==> src/inc/gpx_consts.svh <==
// Purpose: register offsets, reset values and field positions of the gpio expander
// Assumes: included by bare name from every design file that needs it
// Notes:   definitions only
`ifndef GPX_CONSTS_SVH
`define GPX_CONSTS_SVH

// ======================================================================
// register offsets
`define GPX_ADDR_PIN_LEVEL   8'h00
`define GPX_ADDR_DIRECTION   8'h01
`define GPX_ADDR_PULLUP      8'h02
`define GPX_ADDR_PULLDOWN    8'h03
`define GPX_ADDR_UNUSED      8'h04
`define GPX_ADDR_EVENT_MASK  8'h05
`define GPX_ADDR_EDGE_UPPER  8'h06
`define GPX_ADDR_EDGE_LOWER  8'h07
`define GPX_ADDR_IRQ_ORIGIN  8'h08
`define GPX_ADDR_EDGE_SEEN   8'h09
`define GPX_ADDR_FN_SELECT   8'h10
`define GPX_ADDR_TABLE_0     8'h11
`define GPX_ADDR_TABLE_1     8'h12
`define GPX_ADDR_TABLE_2     8'h13
`define GPX_ADDR_TABLE_3     8'h14
`define GPX_ADDR_TABLE_4     8'h15

// ======================================================================
// reset values
`define GPX_RST_PIN_LEVEL    8'hFF
`define GPX_RST_DIRECTION    8'hFF
`define GPX_RST_PULLUP       8'h00
`define GPX_RST_PULLDOWN     8'h00
`define GPX_RST_EVENT_MASK   8'hFF
`define GPX_RST_EDGE_SEL     8'h00
`define GPX_RST_FLAGS        8'h00
`define GPX_RST_FN_SELECT    8'h00
`define GPX_RST_TABLE        8'h00
`define GPX_READ_UNMAPPED    8'h00

// ======================================================================
// field positions inside logic_fn_select, and pins per edge-select register
`define GPX_FN_LOWER_LSB     0
`define GPX_FN_UPPER_LSB     4
`define GPX_FN_SELECT_MASK   8'h33
`define GPX_EDGE_PINS_PER_REG 4

`endif

==> src/inc/gpx_pkg.sv <==
// Purpose: shared types of the gpio expander
// Assumes: nothing beyond the constants header
// Notes:   codes follow declaration order 0..3
package gpx_pkg;

   // ======================================================================
   // edge-select code of one pin
   typedef enum logic [1:0] {
      GPX_EDGE_NONE,
      GPX_EDGE_RISE,
      GPX_EDGE_FALL,
      GPX_EDGE_BOTH
   } gpx_edge_e;

   // ======================================================================
   // lookup-logic mode of one nibble
   typedef enum logic [1:0] {
      GPX_FN_OFF,
      GPX_FN_TWO_IN,
      GPX_FN_THREE_IN,
      GPX_FN_THREE_TWO
   } gpx_fnmode_e;

   typedef logic [7:0] gpx_byte_t;

endpackage

==> src/design/gpx_pin_sync.sv <==
// Purpose: three-stage synchroniser and edge finder for one pin
// Assumes: pin level is asynchronous to clk
// Notes:   a change counts once the second and third stages agree
`timescale 1ns/100ps
module gpx_pin_sync (
   // clock and reset
   input wire logic clk,
   input wire logic sys_rst,
   input wire logic clkEn,
   // pin side
   input wire logic pinRaw,
   // core side
   output logic pinLevel,
   output logic rise,
   output logic fall
);
   logic meta_q;
   logic stage2_q;
   logic stage3_q;
   logic level_q;
   logic levelPrev_q;

   // ======================================================================
   // capture chain; first stage feeds only the second
   always_ff @(posedge clk) begin
      if (sys_rst) begin
         meta_q <= 1'b0;
         stage2_q <= 1'b0;
         stage3_q <= 1'b0;
      end else if (clkEn) begin
         meta_q <= pinRaw;
         stage2_q <= meta_q;
         stage3_q <= stage2_q;
      end
   end

   // accepted level, compared with last clock's to find edges
   always_ff @(posedge clk) begin
      if (sys_rst) begin
         level_q <= 1'b0;
         levelPrev_q <= 1'b0;
      end else if (clkEn) begin
         if (stage2_q == stage3_q) begin
            level_q <= stage3_q;
         end
         levelPrev_q <= level_q;
      end
   end

   // one-cycle pulses; gated by clkEn so a frozen core sees none twice
   assign pinLevel = level_q;
   assign rise = clkEn & level_q & ~levelPrev_q;
   assign fall = clkEn & ~level_q & levelPrev_q;
endmodule

==> src/design/gpx_lookup_logic.sv <==
// Purpose: truth-table logic functions mapped onto pin groups
// Assumes: pin inputs are synchronised levels
// Notes:   purely combinational; the caller registers the pin drive
`timescale 1ns/100ps
module gpx_lookup_logic (
   // mode fields
   input wire gpx_pkg::gpx_fnmode_e lowerMode,
   input wire gpx_pkg::gpx_fnmode_e upperMode,
   // pin levels
   input wire logic [7:0] pinLevel,
   // truth tables
   input wire logic [7:0] table0,
   input wire logic [7:0] table1,
   input wire logic [7:0] table2,
   input wire logic [7:0] table3,
   input wire logic [7:0] table4,
   // results
   output logic [7:0] fnValue,
   output logic [7:0] fnDrive,
   output logic [7:0] fnInput
);
   import gpx_pkg::*;

   logic [1:0] lowIdx2;
   logic [2:0] lowIdx3;
   logic [1:0] upIdx2;
   logic [2:0] upIdx3;

   assign lowIdx2 = pinLevel[1:0];
   assign lowIdx3 = pinLevel[2:0];
   assign upIdx2 = pinLevel[5:4];
   assign upIdx3 = pinLevel[6:4];

   // ======================================================================
   // lower nibble decode, then upper; lower 3-to-2 takes pin 4 and
   // leaves pins 7:5 plain, so it overrides the upper field
   always_comb begin
      fnValue = 8'h00;
      fnDrive = 8'h00;
      fnInput = 8'h00;
      case (lowerMode)
         GPX_FN_TWO_IN: begin
            fnValue[2] = table0[lowIdx2];
            fnDrive[2] = 1'b1;
            fnInput[1:0] = 2'b11;
         end
         GPX_FN_THREE_IN: begin
            fnValue[3] = table2[lowIdx3];
            fnDrive[3] = 1'b1;
            fnInput[2:0] = 3'b111;
         end
         GPX_FN_THREE_TWO: begin
            fnValue[3] = table4[lowIdx3];
            fnValue[4] = table3[lowIdx3];
            fnDrive[4:3] = 2'b11;
            fnInput[2:0] = 3'b111;
         end
         default: begin
            fnValue[0] = 1'b0; // plain gpio on pins 3:0
         end
      endcase
      if (lowerMode != GPX_FN_THREE_TWO) begin
         case (upperMode)
            GPX_FN_TWO_IN: begin
               fnValue[6] = table0[{1'b1, upIdx2}];
               fnDrive[6] = 1'b1;
               fnInput[5:4] = 2'b11;
            end
            GPX_FN_THREE_IN: begin
               fnValue[7] = table1[upIdx3];
               fnDrive[7] = 1'b1;
               fnInput[6:4] = 3'b111;
            end
            default: begin
               fnInput[7:4] = 4'h0; // off or reserved: plain gpio
            end
         endcase
      end
   end
endmodule

==> src/design/gpx_regbank.sv <==
// Purpose: register bank and pin logic of an eight-channel gpio expander
// Assumes: a serial-bus front end outside drives the register port
// Notes:   read data appears one clock after the read strobe
`timescale 1ns/100ps
`include "gpx_consts.svh"

module gpx_regbank #(
   parameter int PIN_COUNT = 8
) (
   // clock, reset, enable
   input wire logic clk,
   input wire logic sys_rst,
   input wire logic clkEn,
   // register port
   input wire gpx_pkg::gpx_byte_t regAddr,
   input wire gpx_pkg::gpx_byte_t regWrData,
   input wire logic regWrEn,
   input wire logic regRdEn,
   output gpx_pkg::gpx_byte_t regRdData,
   // gpio pins
   input wire logic [PIN_COUNT-1:0] pinIn,
   output logic [PIN_COUNT-1:0] pinOut,
   output logic [PIN_COUNT-1:0] pinOe,
   output logic [PIN_COUNT-1:0] pullUpOn,
   output logic [PIN_COUNT-1:0] pullDownOn,
   // open-drain interrupt pin
   input wire logic irqOutNIn,
   output logic irqOutNOut,
   output logic irqOutNOe
);
   import gpx_pkg::*;

   // ======================================================================
   // register state
   gpx_byte_t pinValue_q;
   gpx_byte_t directionCtl_q;
   gpx_byte_t pullupEnable_q;
   gpx_byte_t pulldownEnable_q;
   gpx_byte_t eventIrqMask_q;
   gpx_byte_t edgeSelectUpper_q;
   gpx_byte_t edgeSelectLower_q;
   gpx_byte_t irqOriginFlags_q;
   gpx_byte_t irqOriginFlags_d;
   gpx_byte_t edgeSeenFlags_q;
   gpx_byte_t edgeSeenFlags_d;
   gpx_byte_t logicFnSelect_q;
   gpx_byte_t truthTable0_q;
   gpx_byte_t truthTable1_q;
   gpx_byte_t truthTable2_q;
   gpx_byte_t truthTable3_q;
   gpx_byte_t truthTable4_q;
   gpx_byte_t regRdData_q;
   logic [PIN_COUNT-1:0] pinOut_q;
   logic [PIN_COUNT-1:0] pinOe_q;
   logic irqOutNOe_q;
   logic irqPinSeenLow_q;

   // ======================================================================
   // decoded strobes and per-pin event wires
   logic wrPinValue;
   logic wrDirection;
   logic wrPullup;
   logic wrPulldown;
   logic wrMask;
   logic wrEdgeUpper;
   logic wrEdgeLower;
   logic wrOrigin;
   logic wrSeen;
   logic wrFnSelect;
   logic wrTable0;
   logic wrTable1;
   logic wrTable2;
   logic wrTable3;
   logic wrTable4;
   logic [PIN_COUNT-1:0] pinLevel;
   logic [PIN_COUNT-1:0] pinRise;
   logic [PIN_COUNT-1:0] pinFall;
   logic [PIN_COUNT-1:0] edgeHit;
   logic [PIN_COUNT-1:0] edgeSelChanged;
   logic [PIN_COUNT-1:0] flagClear;
   logic [PIN_COUNT-1:0] fnValue;
   logic [PIN_COUNT-1:0] fnDrive;
   logic [PIN_COUNT-1:0] fnInput;
   gpx_fnmode_e lowerMode;
   gpx_fnmode_e upperMode;

   // ======================================================================
   // write address decode
   always_comb begin
      wrPinValue = 1'b0;
      wrDirection = 1'b0;
      wrPullup = 1'b0;
      wrPulldown = 1'b0;
      wrMask = 1'b0;
      wrEdgeUpper = 1'b0;
      wrEdgeLower = 1'b0;
      wrOrigin = 1'b0;
      wrSeen = 1'b0;
      wrFnSelect = 1'b0;
      wrTable0 = 1'b0;
      wrTable1 = 1'b0;
      wrTable2 = 1'b0;
      wrTable3 = 1'b0;
      wrTable4 = 1'b0;
      if (!regWrEn) begin
         wrPinValue = 1'b0;
      end else if (regAddr == `GPX_ADDR_PIN_LEVEL) begin
         wrPinValue = 1'b1;
      end else if (regAddr == `GPX_ADDR_DIRECTION) begin
         wrDirection = 1'b1;
      end else if (regAddr == `GPX_ADDR_PULLUP) begin
         wrPullup = 1'b1;
      end else if (regAddr == `GPX_ADDR_PULLDOWN) begin
         wrPulldown = 1'b1;
      end else if (regAddr == `GPX_ADDR_EVENT_MASK) begin
         wrMask = 1'b1;
      end else if (regAddr == `GPX_ADDR_EDGE_UPPER) begin
         wrEdgeUpper = 1'b1;
      end else if (regAddr == `GPX_ADDR_EDGE_LOWER) begin
         wrEdgeLower = 1'b1;
      end else if (regAddr == `GPX_ADDR_IRQ_ORIGIN) begin
         wrOrigin = 1'b1;
      end else if (regAddr == `GPX_ADDR_EDGE_SEEN) begin
         wrSeen = 1'b1;
      end else if (regAddr == `GPX_ADDR_FN_SELECT) begin
         wrFnSelect = 1'b1;
      end else if (regAddr == `GPX_ADDR_TABLE_0) begin
         wrTable0 = 1'b1;
      end else if (regAddr == `GPX_ADDR_TABLE_1) begin
         wrTable1 = 1'b1;
      end else if (regAddr == `GPX_ADDR_TABLE_2) begin
         wrTable2 = 1'b1;
      end else if (regAddr == `GPX_ADDR_TABLE_3) begin
         wrTable3 = 1'b1;
      end else if (regAddr == `GPX_ADDR_TABLE_4) begin
         wrTable4 = 1'b1;
      end
   end

   // ======================================================================
   // plain configuration registers, read/write except pin value, whose offset reads back the pin levels
   always_ff @(posedge clk) begin
      if (sys_rst) begin
         pinValue_q <= `GPX_RST_PIN_LEVEL;
         directionCtl_q <= `GPX_RST_DIRECTION;
         pullupEnable_q <= `GPX_RST_PULLUP;
         pulldownEnable_q <= `GPX_RST_PULLDOWN;
         eventIrqMask_q <= `GPX_RST_EVENT_MASK;
      end else if (clkEn) begin
         if (wrPinValue) begin
            pinValue_q <= regWrData;
         end
         if (wrDirection) begin
            directionCtl_q <= regWrData;
         end
         if (wrPullup) begin
            pullupEnable_q <= regWrData;
         end
         if (wrPulldown) begin
            pulldownEnable_q <= regWrData;
         end
         if (wrMask) begin
            eventIrqMask_q <= regWrData;
         end
      end
   end

   // edge-select registers
   always_ff @(posedge clk) begin
      if (sys_rst) begin
         edgeSelectUpper_q <= `GPX_RST_EDGE_SEL;
         edgeSelectLower_q <= `GPX_RST_EDGE_SEL;
      end else if (clkEn) begin
         if (wrEdgeUpper) begin
            edgeSelectUpper_q <= regWrData;
         end
         if (wrEdgeLower) begin
            edgeSelectLower_q <= regWrData;
         end
      end
   end

   // lookup-logic mode and truth tables
   always_ff @(posedge clk) begin
      if (sys_rst) begin
         logicFnSelect_q <= `GPX_RST_FN_SELECT;
         truthTable0_q <= `GPX_RST_TABLE;
         truthTable1_q <= `GPX_RST_TABLE;
         truthTable2_q <= `GPX_RST_TABLE;
         truthTable3_q <= `GPX_RST_TABLE;
         truthTable4_q <= `GPX_RST_TABLE;
      end else if (clkEn) begin
         if (wrFnSelect) begin
            logicFnSelect_q <= regWrData & `GPX_FN_SELECT_MASK; // reserved bits held 0
         end
         if (wrTable0) begin
            truthTable0_q <= regWrData;
         end
         if (wrTable1) begin
            truthTable1_q <= regWrData;
         end
         if (wrTable2) begin
            truthTable2_q <= regWrData;
         end
         if (wrTable3) begin
            truthTable3_q <= regWrData;
         end
         if (wrTable4) begin
            truthTable4_q <= regWrData;
         end
      end
   end

   // ======================================================================
   // per-pin synchroniser, edge match and edge-code change detect
   for (genvar n = 0; n < PIN_COUNT; n++) begin : g_pin
      localparam int FLD = 2 * (n % `GPX_EDGE_PINS_PER_REG);
      logic [1:0] selCur;
      logic [1:0] selNew;
      logic selWr;
      gpx_edge_e sel;

      gpx_pin_sync u_sync (
         .clk(clk),
         .sys_rst(sys_rst),
         .clkEn(clkEn),
         .pinRaw(pinIn[n]),
         .pinLevel(pinLevel[n]),
         .rise(pinRise[n]),
         .fall(pinFall[n])
      );

      // pins below four live in the lower register
      assign selCur = (n < `GPX_EDGE_PINS_PER_REG) ? edgeSelectLower_q[FLD+1:FLD]
                                                   : edgeSelectUpper_q[FLD+1:FLD];
      assign selWr = (n < `GPX_EDGE_PINS_PER_REG) ? wrEdgeLower : wrEdgeUpper;
      assign selNew = regWrData[FLD+1:FLD];
      assign sel = gpx_edge_e'(selCur);
      assign edgeSelChanged[n] = selWr & (selNew != selCur);

      // code decode onto the rise and fall pulses
      always_comb begin
         case (sel)
            GPX_EDGE_RISE: edgeHit[n] = pinRise[n];
            GPX_EDGE_FALL: edgeHit[n] = pinFall[n];
            GPX_EDGE_BOTH: edgeHit[n] = pinRise[n] | pinFall[n];
            default: edgeHit[n] = 1'b0;
         endcase
      end
   end

   // ======================================================================
   // sticky event flags; a new edge wins over a clear in the same cycle
   assign flagClear = (wrOrigin | wrSeen) ? regWrData : 8'h00;

   always_comb begin
      irqOriginFlags_d = (irqOriginFlags_q & ~flagClear) | (edgeHit & ~eventIrqMask_q);
      edgeSeenFlags_d = (edgeSeenFlags_q & ~(flagClear | edgeSelChanged)) | edgeHit;
   end

   always_ff @(posedge clk) begin
      if (sys_rst) begin
         irqOriginFlags_q <= `GPX_RST_FLAGS;
         edgeSeenFlags_q <= `GPX_RST_FLAGS;
      end else if (clkEn) begin
         irqOriginFlags_q <= irqOriginFlags_d;
         edgeSeenFlags_q <= edgeSeenFlags_d;
      end
   end

   // ======================================================================
   // interrupt pin: open drain, only ever pulls low
   always_ff @(posedge clk) begin
      if (sys_rst) begin
         irqOutNOe_q <= 1'b0;
      end else if (clkEn) begin
         irqOutNOe_q <= |irqOriginFlags_d;
      end
   end

   // wire level sampled into a flag that no register reads back; pin is shared open drain
   always_ff @(posedge clk) begin
      if (sys_rst) begin
         irqPinSeenLow_q <= 1'b0;
      end else if (clkEn) begin
         irqPinSeenLow_q <= ~irqOutNIn & irqOutNOe_q;
      end
   end

   assign irqOutNOut = 1'b0;
   assign irqOutNOe = irqOutNOe_q;

   // ======================================================================
   // lookup logic and pin drive
   assign lowerMode = gpx_fnmode_e'(logicFnSelect_q[`GPX_FN_LOWER_LSB +: 2]);
   assign upperMode = gpx_fnmode_e'(logicFnSelect_q[`GPX_FN_UPPER_LSB +: 2]);

   gpx_lookup_logic u_lookup (
      .lowerMode(lowerMode),
      .upperMode(upperMode),
      .pinLevel(pinLevel),
      .table0(truthTable0_q),
      .table1(truthTable1_q),
      .table2(truthTable2_q),
      .table3(truthTable3_q),
      .table4(truthTable4_q),
      .fnValue(fnValue),
      .fnDrive(fnDrive),
      .fnInput(fnInput)
   );

   // registered drive; function pins override direction_ctl both ways
   always_ff @(posedge clk) begin
      if (sys_rst) begin
         pinOut_q <= `GPX_RST_PIN_LEVEL;
         pinOe_q <= '0; // every pin an input out of reset
      end else if (clkEn) begin
         pinOut_q <= (fnDrive & fnValue) | (~fnDrive & pinValue_q);
         pinOe_q <= fnDrive | (~directionCtl_q & ~fnInput);
      end
   end

   assign pinOut = pinOut_q;
   assign pinOe = pinOe_q;
   assign pullUpOn = pullupEnable_q;
   assign pullDownOn = pulldownEnable_q;

   // ======================================================================
   // read path; reserved slot and unmapped addresses read as zero
   always_ff @(posedge clk) begin
      if (sys_rst) begin
         regRdData_q <= `GPX_READ_UNMAPPED;
      end else if (clkEn && regRdEn) begin
         if (regAddr == `GPX_ADDR_PIN_LEVEL) begin
            regRdData_q <= pinLevel; // sampled pins, any direction
         end else if (regAddr == `GPX_ADDR_DIRECTION) begin
            regRdData_q <= directionCtl_q;
         end else if (regAddr == `GPX_ADDR_PULLUP) begin
            regRdData_q <= pullupEnable_q;
         end else if (regAddr == `GPX_ADDR_PULLDOWN) begin
            regRdData_q <= pulldownEnable_q;
         end else if (regAddr == `GPX_ADDR_EVENT_MASK) begin
            regRdData_q <= eventIrqMask_q;
         end else if (regAddr == `GPX_ADDR_EDGE_UPPER) begin
            regRdData_q <= edgeSelectUpper_q;
         end else if (regAddr == `GPX_ADDR_EDGE_LOWER) begin
            regRdData_q <= edgeSelectLower_q;
         end else if (regAddr == `GPX_ADDR_IRQ_ORIGIN) begin
            regRdData_q <= irqOriginFlags_q;
         end else if (regAddr == `GPX_ADDR_EDGE_SEEN) begin
            regRdData_q <= edgeSeenFlags_q;
         end else if (regAddr == `GPX_ADDR_FN_SELECT) begin
            regRdData_q <= logicFnSelect_q;
         end else if (regAddr == `GPX_ADDR_TABLE_0) begin
            regRdData_q <= truthTable0_q;
         end else if (regAddr == `GPX_ADDR_TABLE_1) begin
            regRdData_q <= truthTable1_q;
         end else if (regAddr == `GPX_ADDR_TABLE_2) begin
            regRdData_q <= truthTable2_q;
         end else if (regAddr == `GPX_ADDR_TABLE_3) begin
            regRdData_q <= truthTable3_q;
         end else if (regAddr == `GPX_ADDR_TABLE_4) begin
            regRdData_q <= truthTable4_q;
         end else begin
            regRdData_q <= `GPX_READ_UNMAPPED;
         end
      end
   end

   assign regRdData = regRdData_q;
endmodule

==> config.mk <==
export PLATFORM = sky130hd
export DESIGN_NAME = gpx_regbank
export DESIGN_NICKNAME = d
export VERILOG_FILES = /design/src/inc/gpx_pkg.sv /design/src/design/gpx_pin_sync.sv /design/src/design/gpx_lookup_logic.sv /design/src/design/gpx_regbank.sv
export VERILOG_INCLUDE_DIRS = /design/src /design/src/inc
export SDC_FILE = /design/constraint.sdc
export NUM_CORES = 1
export LEC_CHECK = 0
export BUFFER_PORTS_ARGS = -buffer_cell sky130_fd_sc_hd__buf_4
export CORE_UTILIZATION = 60
export DETAILED_ROUTE_END_ITERATION = 10
export HOLD_SLACK_MARGIN = 0.02
export PLACE_DENSITY = 0.8
export SYNTH_ARGS = -nofsm -noshare
export SYNTH_HDL_FRONTEND = slang
export SYNTH_SLANG_ARGS = --single-unit
==> constraint.sdc <==
create_clock -name clk -period 4.3 [get_ports clk]
set_clock_uncertainty 0.1 [all_clocks]
set_input_delay 1.29 -clock clk [delete_from_list [all_inputs] [get_ports clk]]
set_output_delay 1.29 -clock clk [all_outputs]
set_load 0.005 [all_outputs]
# Yosys cells after proc, flatten, opt, wreduce, memory -nomap -nowiden
# Cells that the tools add are included.
# totals
register_bits,181
in_bits,30
output_inout_bits,42
wordCells,418
# op_classes
order_cmp,4
eq_ne,60
muxes,186
bitwise_logic,82
n_reduce_logical,27
# op_table
op,n
$mux W1,150
$mux W8,16
$and A8 B8 Y8,6
$eq A8 B5 Y1 const B,6
$not A8 Y8,6
$reduce_and A2 Y1,21
$and A1 B1 Y1,40
$or A8 B8 Y8,5
$eq A2 B2 Y1 const B,19
$eq A8 B3 Y1 const B,3
$pmux W1 S3,8
$eq A2 B1 Y1 const B,10
$eq A8 B2 Y1 const B,2
$eq A8 B4 Y1 const B,2
$ne A2 B2 Y1,8
$not A1 Y1,16
$bmux W1 S3,4
$lt A3 B4 Y1 const B,3
$or A1 B1 Y1,9
$eq A1 B1 Y1,8
$eq A8 B1 Y1 const B,1
$logic_not A8 Y1,1
$mux W2,4
$reduce_or A8 Y1,1
other kinds (8),10

# Logic depth before layout (Yosys ltp)
# logic_depth
depth_word,18
depth_mapped,8
depth_no_buf,6

# Hierarchy
# A second synthesis with hierarchy kept.
# hier_totals
hier_cells,1069
area_unflattened_um2,9405.3
# by_module_without_submodules
module,instances,cells_each,area_per_inst_um2,seq_area_each_um2
gpx_regbank,1,845,7068.0,2822.7
gpx_pin_sync,8,21,226.5,100.1
gpx_lookup_logic,1,56,525.5,0.0

# Worst setup path before layout
# Ideal clock, no wire load.
# synth_timing
path_kind,in2reg
startpoint,input port regAddr[5]
endpoint,register truthTable0_q[4]
setup_ns,0.128
t_arrival_ns,2.999
t_required_ns,4.072
setup_slack_ns,1.073
stages,7
n_path_buf,2
cell_sequence,or4b_1 -> buf_6 -> nand2b_4 -> or4_4 -> buf_6 -> mux2i_1 -> nor2_1
# synth_via
elab_chain_cells,14
word_cells_on_any_way,24
classes_between,eq/ne (10); mux (12); reduce/logical (2)
# synth_lines
item,line,source
start: declaration,gpx_regbank.sv:15,"input wire gpx_pkg::gpx_byte_t regAddr,"
$eq A8 B5 Y1 (no line),--,
$mux W1,gpx_regbank.sv:127,end else if (regAddr == `GPX_ADDR_TABLE_0) begin
$mux W1,gpx_regbank.sv:125,end else if (regAddr == `GPX_ADDR_FN_SELECT) begin
$mux W1,gpx_regbank.sv:123,end else if (regAddr == `GPX_ADDR_EDGE_SEEN) begin
$mux W1,gpx_regbank.sv:121,end else if (regAddr == `GPX_ADDR_IRQ_ORIGIN) begin
$mux W1,gpx_regbank.sv:119,end else if (regAddr == `GPX_ADDR_EDGE_LOWER) begin
$mux W1,gpx_regbank.sv:117,end else if (regAddr == `GPX_ADDR_EDGE_UPPER) begin
$mux W1,gpx_regbank.sv:115,end else if (regAddr == `GPX_ADDR_EVENT_MASK) begin
$mux W1,gpx_regbank.sv:113,end else if (regAddr == `GPX_ADDR_PULLDOWN) begin
$mux W1,gpx_regbank.sv:111,end else if (regAddr == `GPX_ADDR_PULLUP) begin
$mux W1,gpx_regbank.sv:109,end else if (regAddr == `GPX_ADDR_DIRECTION) begin
$mux W1 *,gpx_regbank.sv:107,end else if (regAddr == `GPX_ADDR_PIN_LEVEL) begin
$mux W1 *,gpx_regbank.sv:105,if (!regWrEn) begin
$reduce_and A2 Y1 (no line) *,--,
end signal: assignment,gpx_regbank.sv:187,truthTable0_q <= `GPX_RST_TABLE;
end signal: assignment,gpx_regbank.sv:197,truthTable0_q <= regWrData;
end: declaration,gpx_regbank.sv:47,gpx_byte_t truthTable0_q;
# Every way passes the cells marked *; elsewhere a longest branch is shown, timed or not.
# A chain may end at the register's enable or synchronous reset.

# Worst setup path after layout
# layout_timing
startpoint,input port regAddr[5]
endpoint,register truthTable1_q[2]
# layout_via
elab_chain_cells,15
word_cells_on_any_way,26
classes_between,eq/ne (11); mux (13); reduce/logical (2)
# layout_lines
item,line,source
$eq A8 B5 Y1 (no line),--,
$mux W1,gpx_regbank.sv:129,end else if (regAddr == `GPX_ADDR_TABLE_1) begin
$mux W1,gpx_regbank.sv:127,
$mux W1,gpx_regbank.sv:125,
$mux W1,gpx_regbank.sv:123,
$mux W1,gpx_regbank.sv:121,
$mux W1,gpx_regbank.sv:119,
$mux W1,gpx_regbank.sv:117,
$mux W1,gpx_regbank.sv:115,
$mux W1,gpx_regbank.sv:113,
$mux W1,gpx_regbank.sv:111,
$mux W1,gpx_regbank.sv:109,
$mux W1 *,gpx_regbank.sv:107,
$mux W1 *,gpx_regbank.sv:105,
$reduce_and A2 Y1 (no line) *,--,
end signal: assignment,gpx_regbank.sv:188,truthTable1_q <= `GPX_RST_TABLE;
end signal: assignment,gpx_regbank.sv:200,truthTable1_q <= regWrData;
end: declaration,gpx_regbank.sv:48,gpx_byte_t truthTable1_q;
# Marked as above.

==> metrics.yaml <==
timing:
  setup_viol: 0
  fin_crit_sh: 0.7711
  relSlewSlack: 0.3568
  timing.fmax_mhz: 301.6
  period_needed_ns: 3.316
  tightest_slew_ns: 0.9637
  tns_ns: 0
  slew_viol_final: 0
  hold_viol: 0
  rsz0062_at_grt: "no"
  holdWs_ns: 0.3672
placed_design:
  place_area_um2: 9565
  io_buffer_count: 69
  place_congestion: 0.9997
  hpwl_um: 18920
  dp.cells: 1203
final_layout:
  fin_area_um2: 10140
  fill_cells: 1160
  area_growth_pct: 12.49
  fin_util: 0.6952
  layoutNonFillerInstCount: 1236
  multi_input_area_um2: 4975
  nNetsFinal: 1070
  drive_above_1_share: 0.1532
  ff_latch_area_um2: 3623
floorplanning:
  fp.dieArea_um2: 15520
  die_w_um: 124.6
  start_util: 0.6180
  num_rows: 44
  die_y_um: 124.6
  coreArea_um2: 14590
  ios: 72
clock_tree:
  hold_buffers: 0
  cts_setup_buffers: 0
  cts_resized: 0
  clock_path_buffers: 2
  cts_buffers: 17
  cts_tree: "done"
  clk_pin_slew_ns: 0.06
  insertion_delay_ns: 0.43
  htreeDepth: 4
  cts.sinks: 181
  cts-root-buf: "clkbuf_16"
min_path:
  hp-start: "edgeSeenFlags_q[1]"
  min_path_cells: 2
  min-delay-path-class: "register to register"
critical_path:
  worstPathMaxFanout: 14
  crit_arrival_ns: 3.50
  crit_start: "regAddr[5]"
  cp.required_ns: 4.49
  reg2reg_depth: 4
  end_kind: "register"
  path_class: "input pin to register"
  timing.rr.start: "g_pin[0].u_sync.pinLevel"
  cp-start-kind: "input pin"
synthesis:
  syn-cell-area_um2: 9016
  synthTopCellsByArea: "dfxtp_1 (40%), mux2i_1 (15%), nor2_1 (5.6%), nand2_1 (4.1%), mux4_2 (3.0%)"
  yosysTopAreaCell: "dfxtp_1"
  ys_top_cells_by_count: "dfxtp_1 (181), nor2_1 (134), mux2i_1 (132)"
  synth-edff-count: 0
  ys_warn_count: 0
  yosysSeqAreaShare: 0.4019
  ys_async_sr_fraction: 0
  avgSynthCellArea_um2: 8.831
  synth_fp_nets: 1053
  synth_top_area_share: 0.4019
  synth.most_common_cell: "dfxtp_1"
  yosysUniqueCellTypes: 74
  ys_ff_latch: 181
  ys.flop_type: "dfxtp_1"
  syn-instance-count: 1021
detailed_routing:
  vias_per_cell: 6.531
  drc: 0
  via_count: 8072
  wl_um: 27850
  drtIter0Drc: 999
  dr.pass1.iters: 6
  wl_per_cell_um: 22.53
  antenna_left: 0
status:
  status: "completed"
grt:
  grt_pass1_wl_um: 43510
  grt_max_degree: 87
  grt_pass1_vias: 7612
  grt_use_total: 0.3645
  antenna_found_initial: 0
  overflow: 0
power:
  ir_drop_mv: 0.2686
  leakagePower_uw: 0.003919
  p_per_area_nw_per_um2: 346.6
job:
  maxCapViolCount: 0
-- critical path, cell delays in order --
cell and delay (ns):
buf_4 0.12, or4b_1 0.75, nand2b_4 0.33, a2111oi_4 0.64, mux2i_1 0.29, nor2_1 0.07
-- metrics by stage --
step,worst slack (ns),total power (uW)
6_report,0.9842,3515
5_1_grt,0.8993,3612
4_1_cts,1.025,3516
3_5_place_dp,0.6092,2015
3_3_place_gp,0.6174,2013
2_1_floorplan,1.073,1917
-- cell usage in the layout (no fill, tap or decap), types with 4 or more instances in the layout --
cell type    n
dfxtp_1    181
nor2_1     134
mux2i_1    132
nand2_1     98
buf_4       88
a21oi_1     53
o21ai_0     40
nand3_1     22
nand2b_1    17
o22ai_1     17
clkbuf_16   17
xor2_1      16
inv_1       13
nor3_1      13
mux4_2      12
a22oi_1     12
a211oi_1    11
o211ai_1    10
and3b_1      9
a21o_1       8
nor4_1       7
or3_1        7
a2bb2oi_1    7
mux2_2       7
nor2b_1      6
a32oi_1      6
a31oi_1      6
o21ai_1      5
o221ai_1     5
inv_6        5
nand3b_1     4
a221oi_1     4
a311oi_1     4
o32ai_1      4
-- power by group --
part / total [uW] / leakage [uW] / internal, uW / switching (uW)
logic: 277 / 0.00217 / 88.5 / 189
registers: 1710 / 0.00146 / 1690 / 13.3
clock network: 1530 / 0.000282 / 839 / 691
total: 3520 / 0.00392 / 2620 / 893
-- layout make-up --
| type | count | share of cell area |
|---|---|---|
| multi-input cells | 734 | 0.4905 |
| flip-flops and latches | 181 | 0.3573 |
| repair buffers | 89 | 0.06711 |
| clock buffers | 20 | 0.04503 |
| well taps | 184 | 0.02270 |
| clock inverters | 12 | 0.01160 |
| inverters | 15 | 0.005551 |
| diodes | 1 | 0.0002467 |
-- cell families (layout without fill, tap and decap cells) --
| group | after synthesis | count (layout) | share of synthesized area |
|---|---|---|---|
| buffers and inverters | 106 | 136 | 0.04704 |
| flip-flops | 181 | 181 | 0.4019 |
| AO/OA/AOI/OAI | 214 | 214 | 0.1593 |
| adder cells (fa/ha/maj) | 2 | 2 | 0.002775 |
| AND/OR/NAND/NOR | 350 | 350 | 0.1878 |
| other | 1 | 2 | 0.0004159 |
| XOR/XNOR | 16 | 16 | 0.01554 |
| multiplexers | 151 | 151 | 0.1853 |
-- path summary, 6_finish.rpt --
kind                              to  slack, ns
hold reg to reg   edgeSeenFlags_q[1]       0.37
setup reg to reg           pinOut[3]       1.57
setup / recovery    truthTable1_q[2]       0.98
hold / removal    edgeSeenFlags_q[1]       0.37
-- routing by layer --
metal	vias to the layer above	global-route usage	wire length (um)
li1	3685	-	-
met1	3814	0.4861	11320
met2	483	0.5502	12430
met3	90	0.09149	3137
met4	0	0.1765	963
met5	-	0	0
Power figures use the tool's default switching activity.
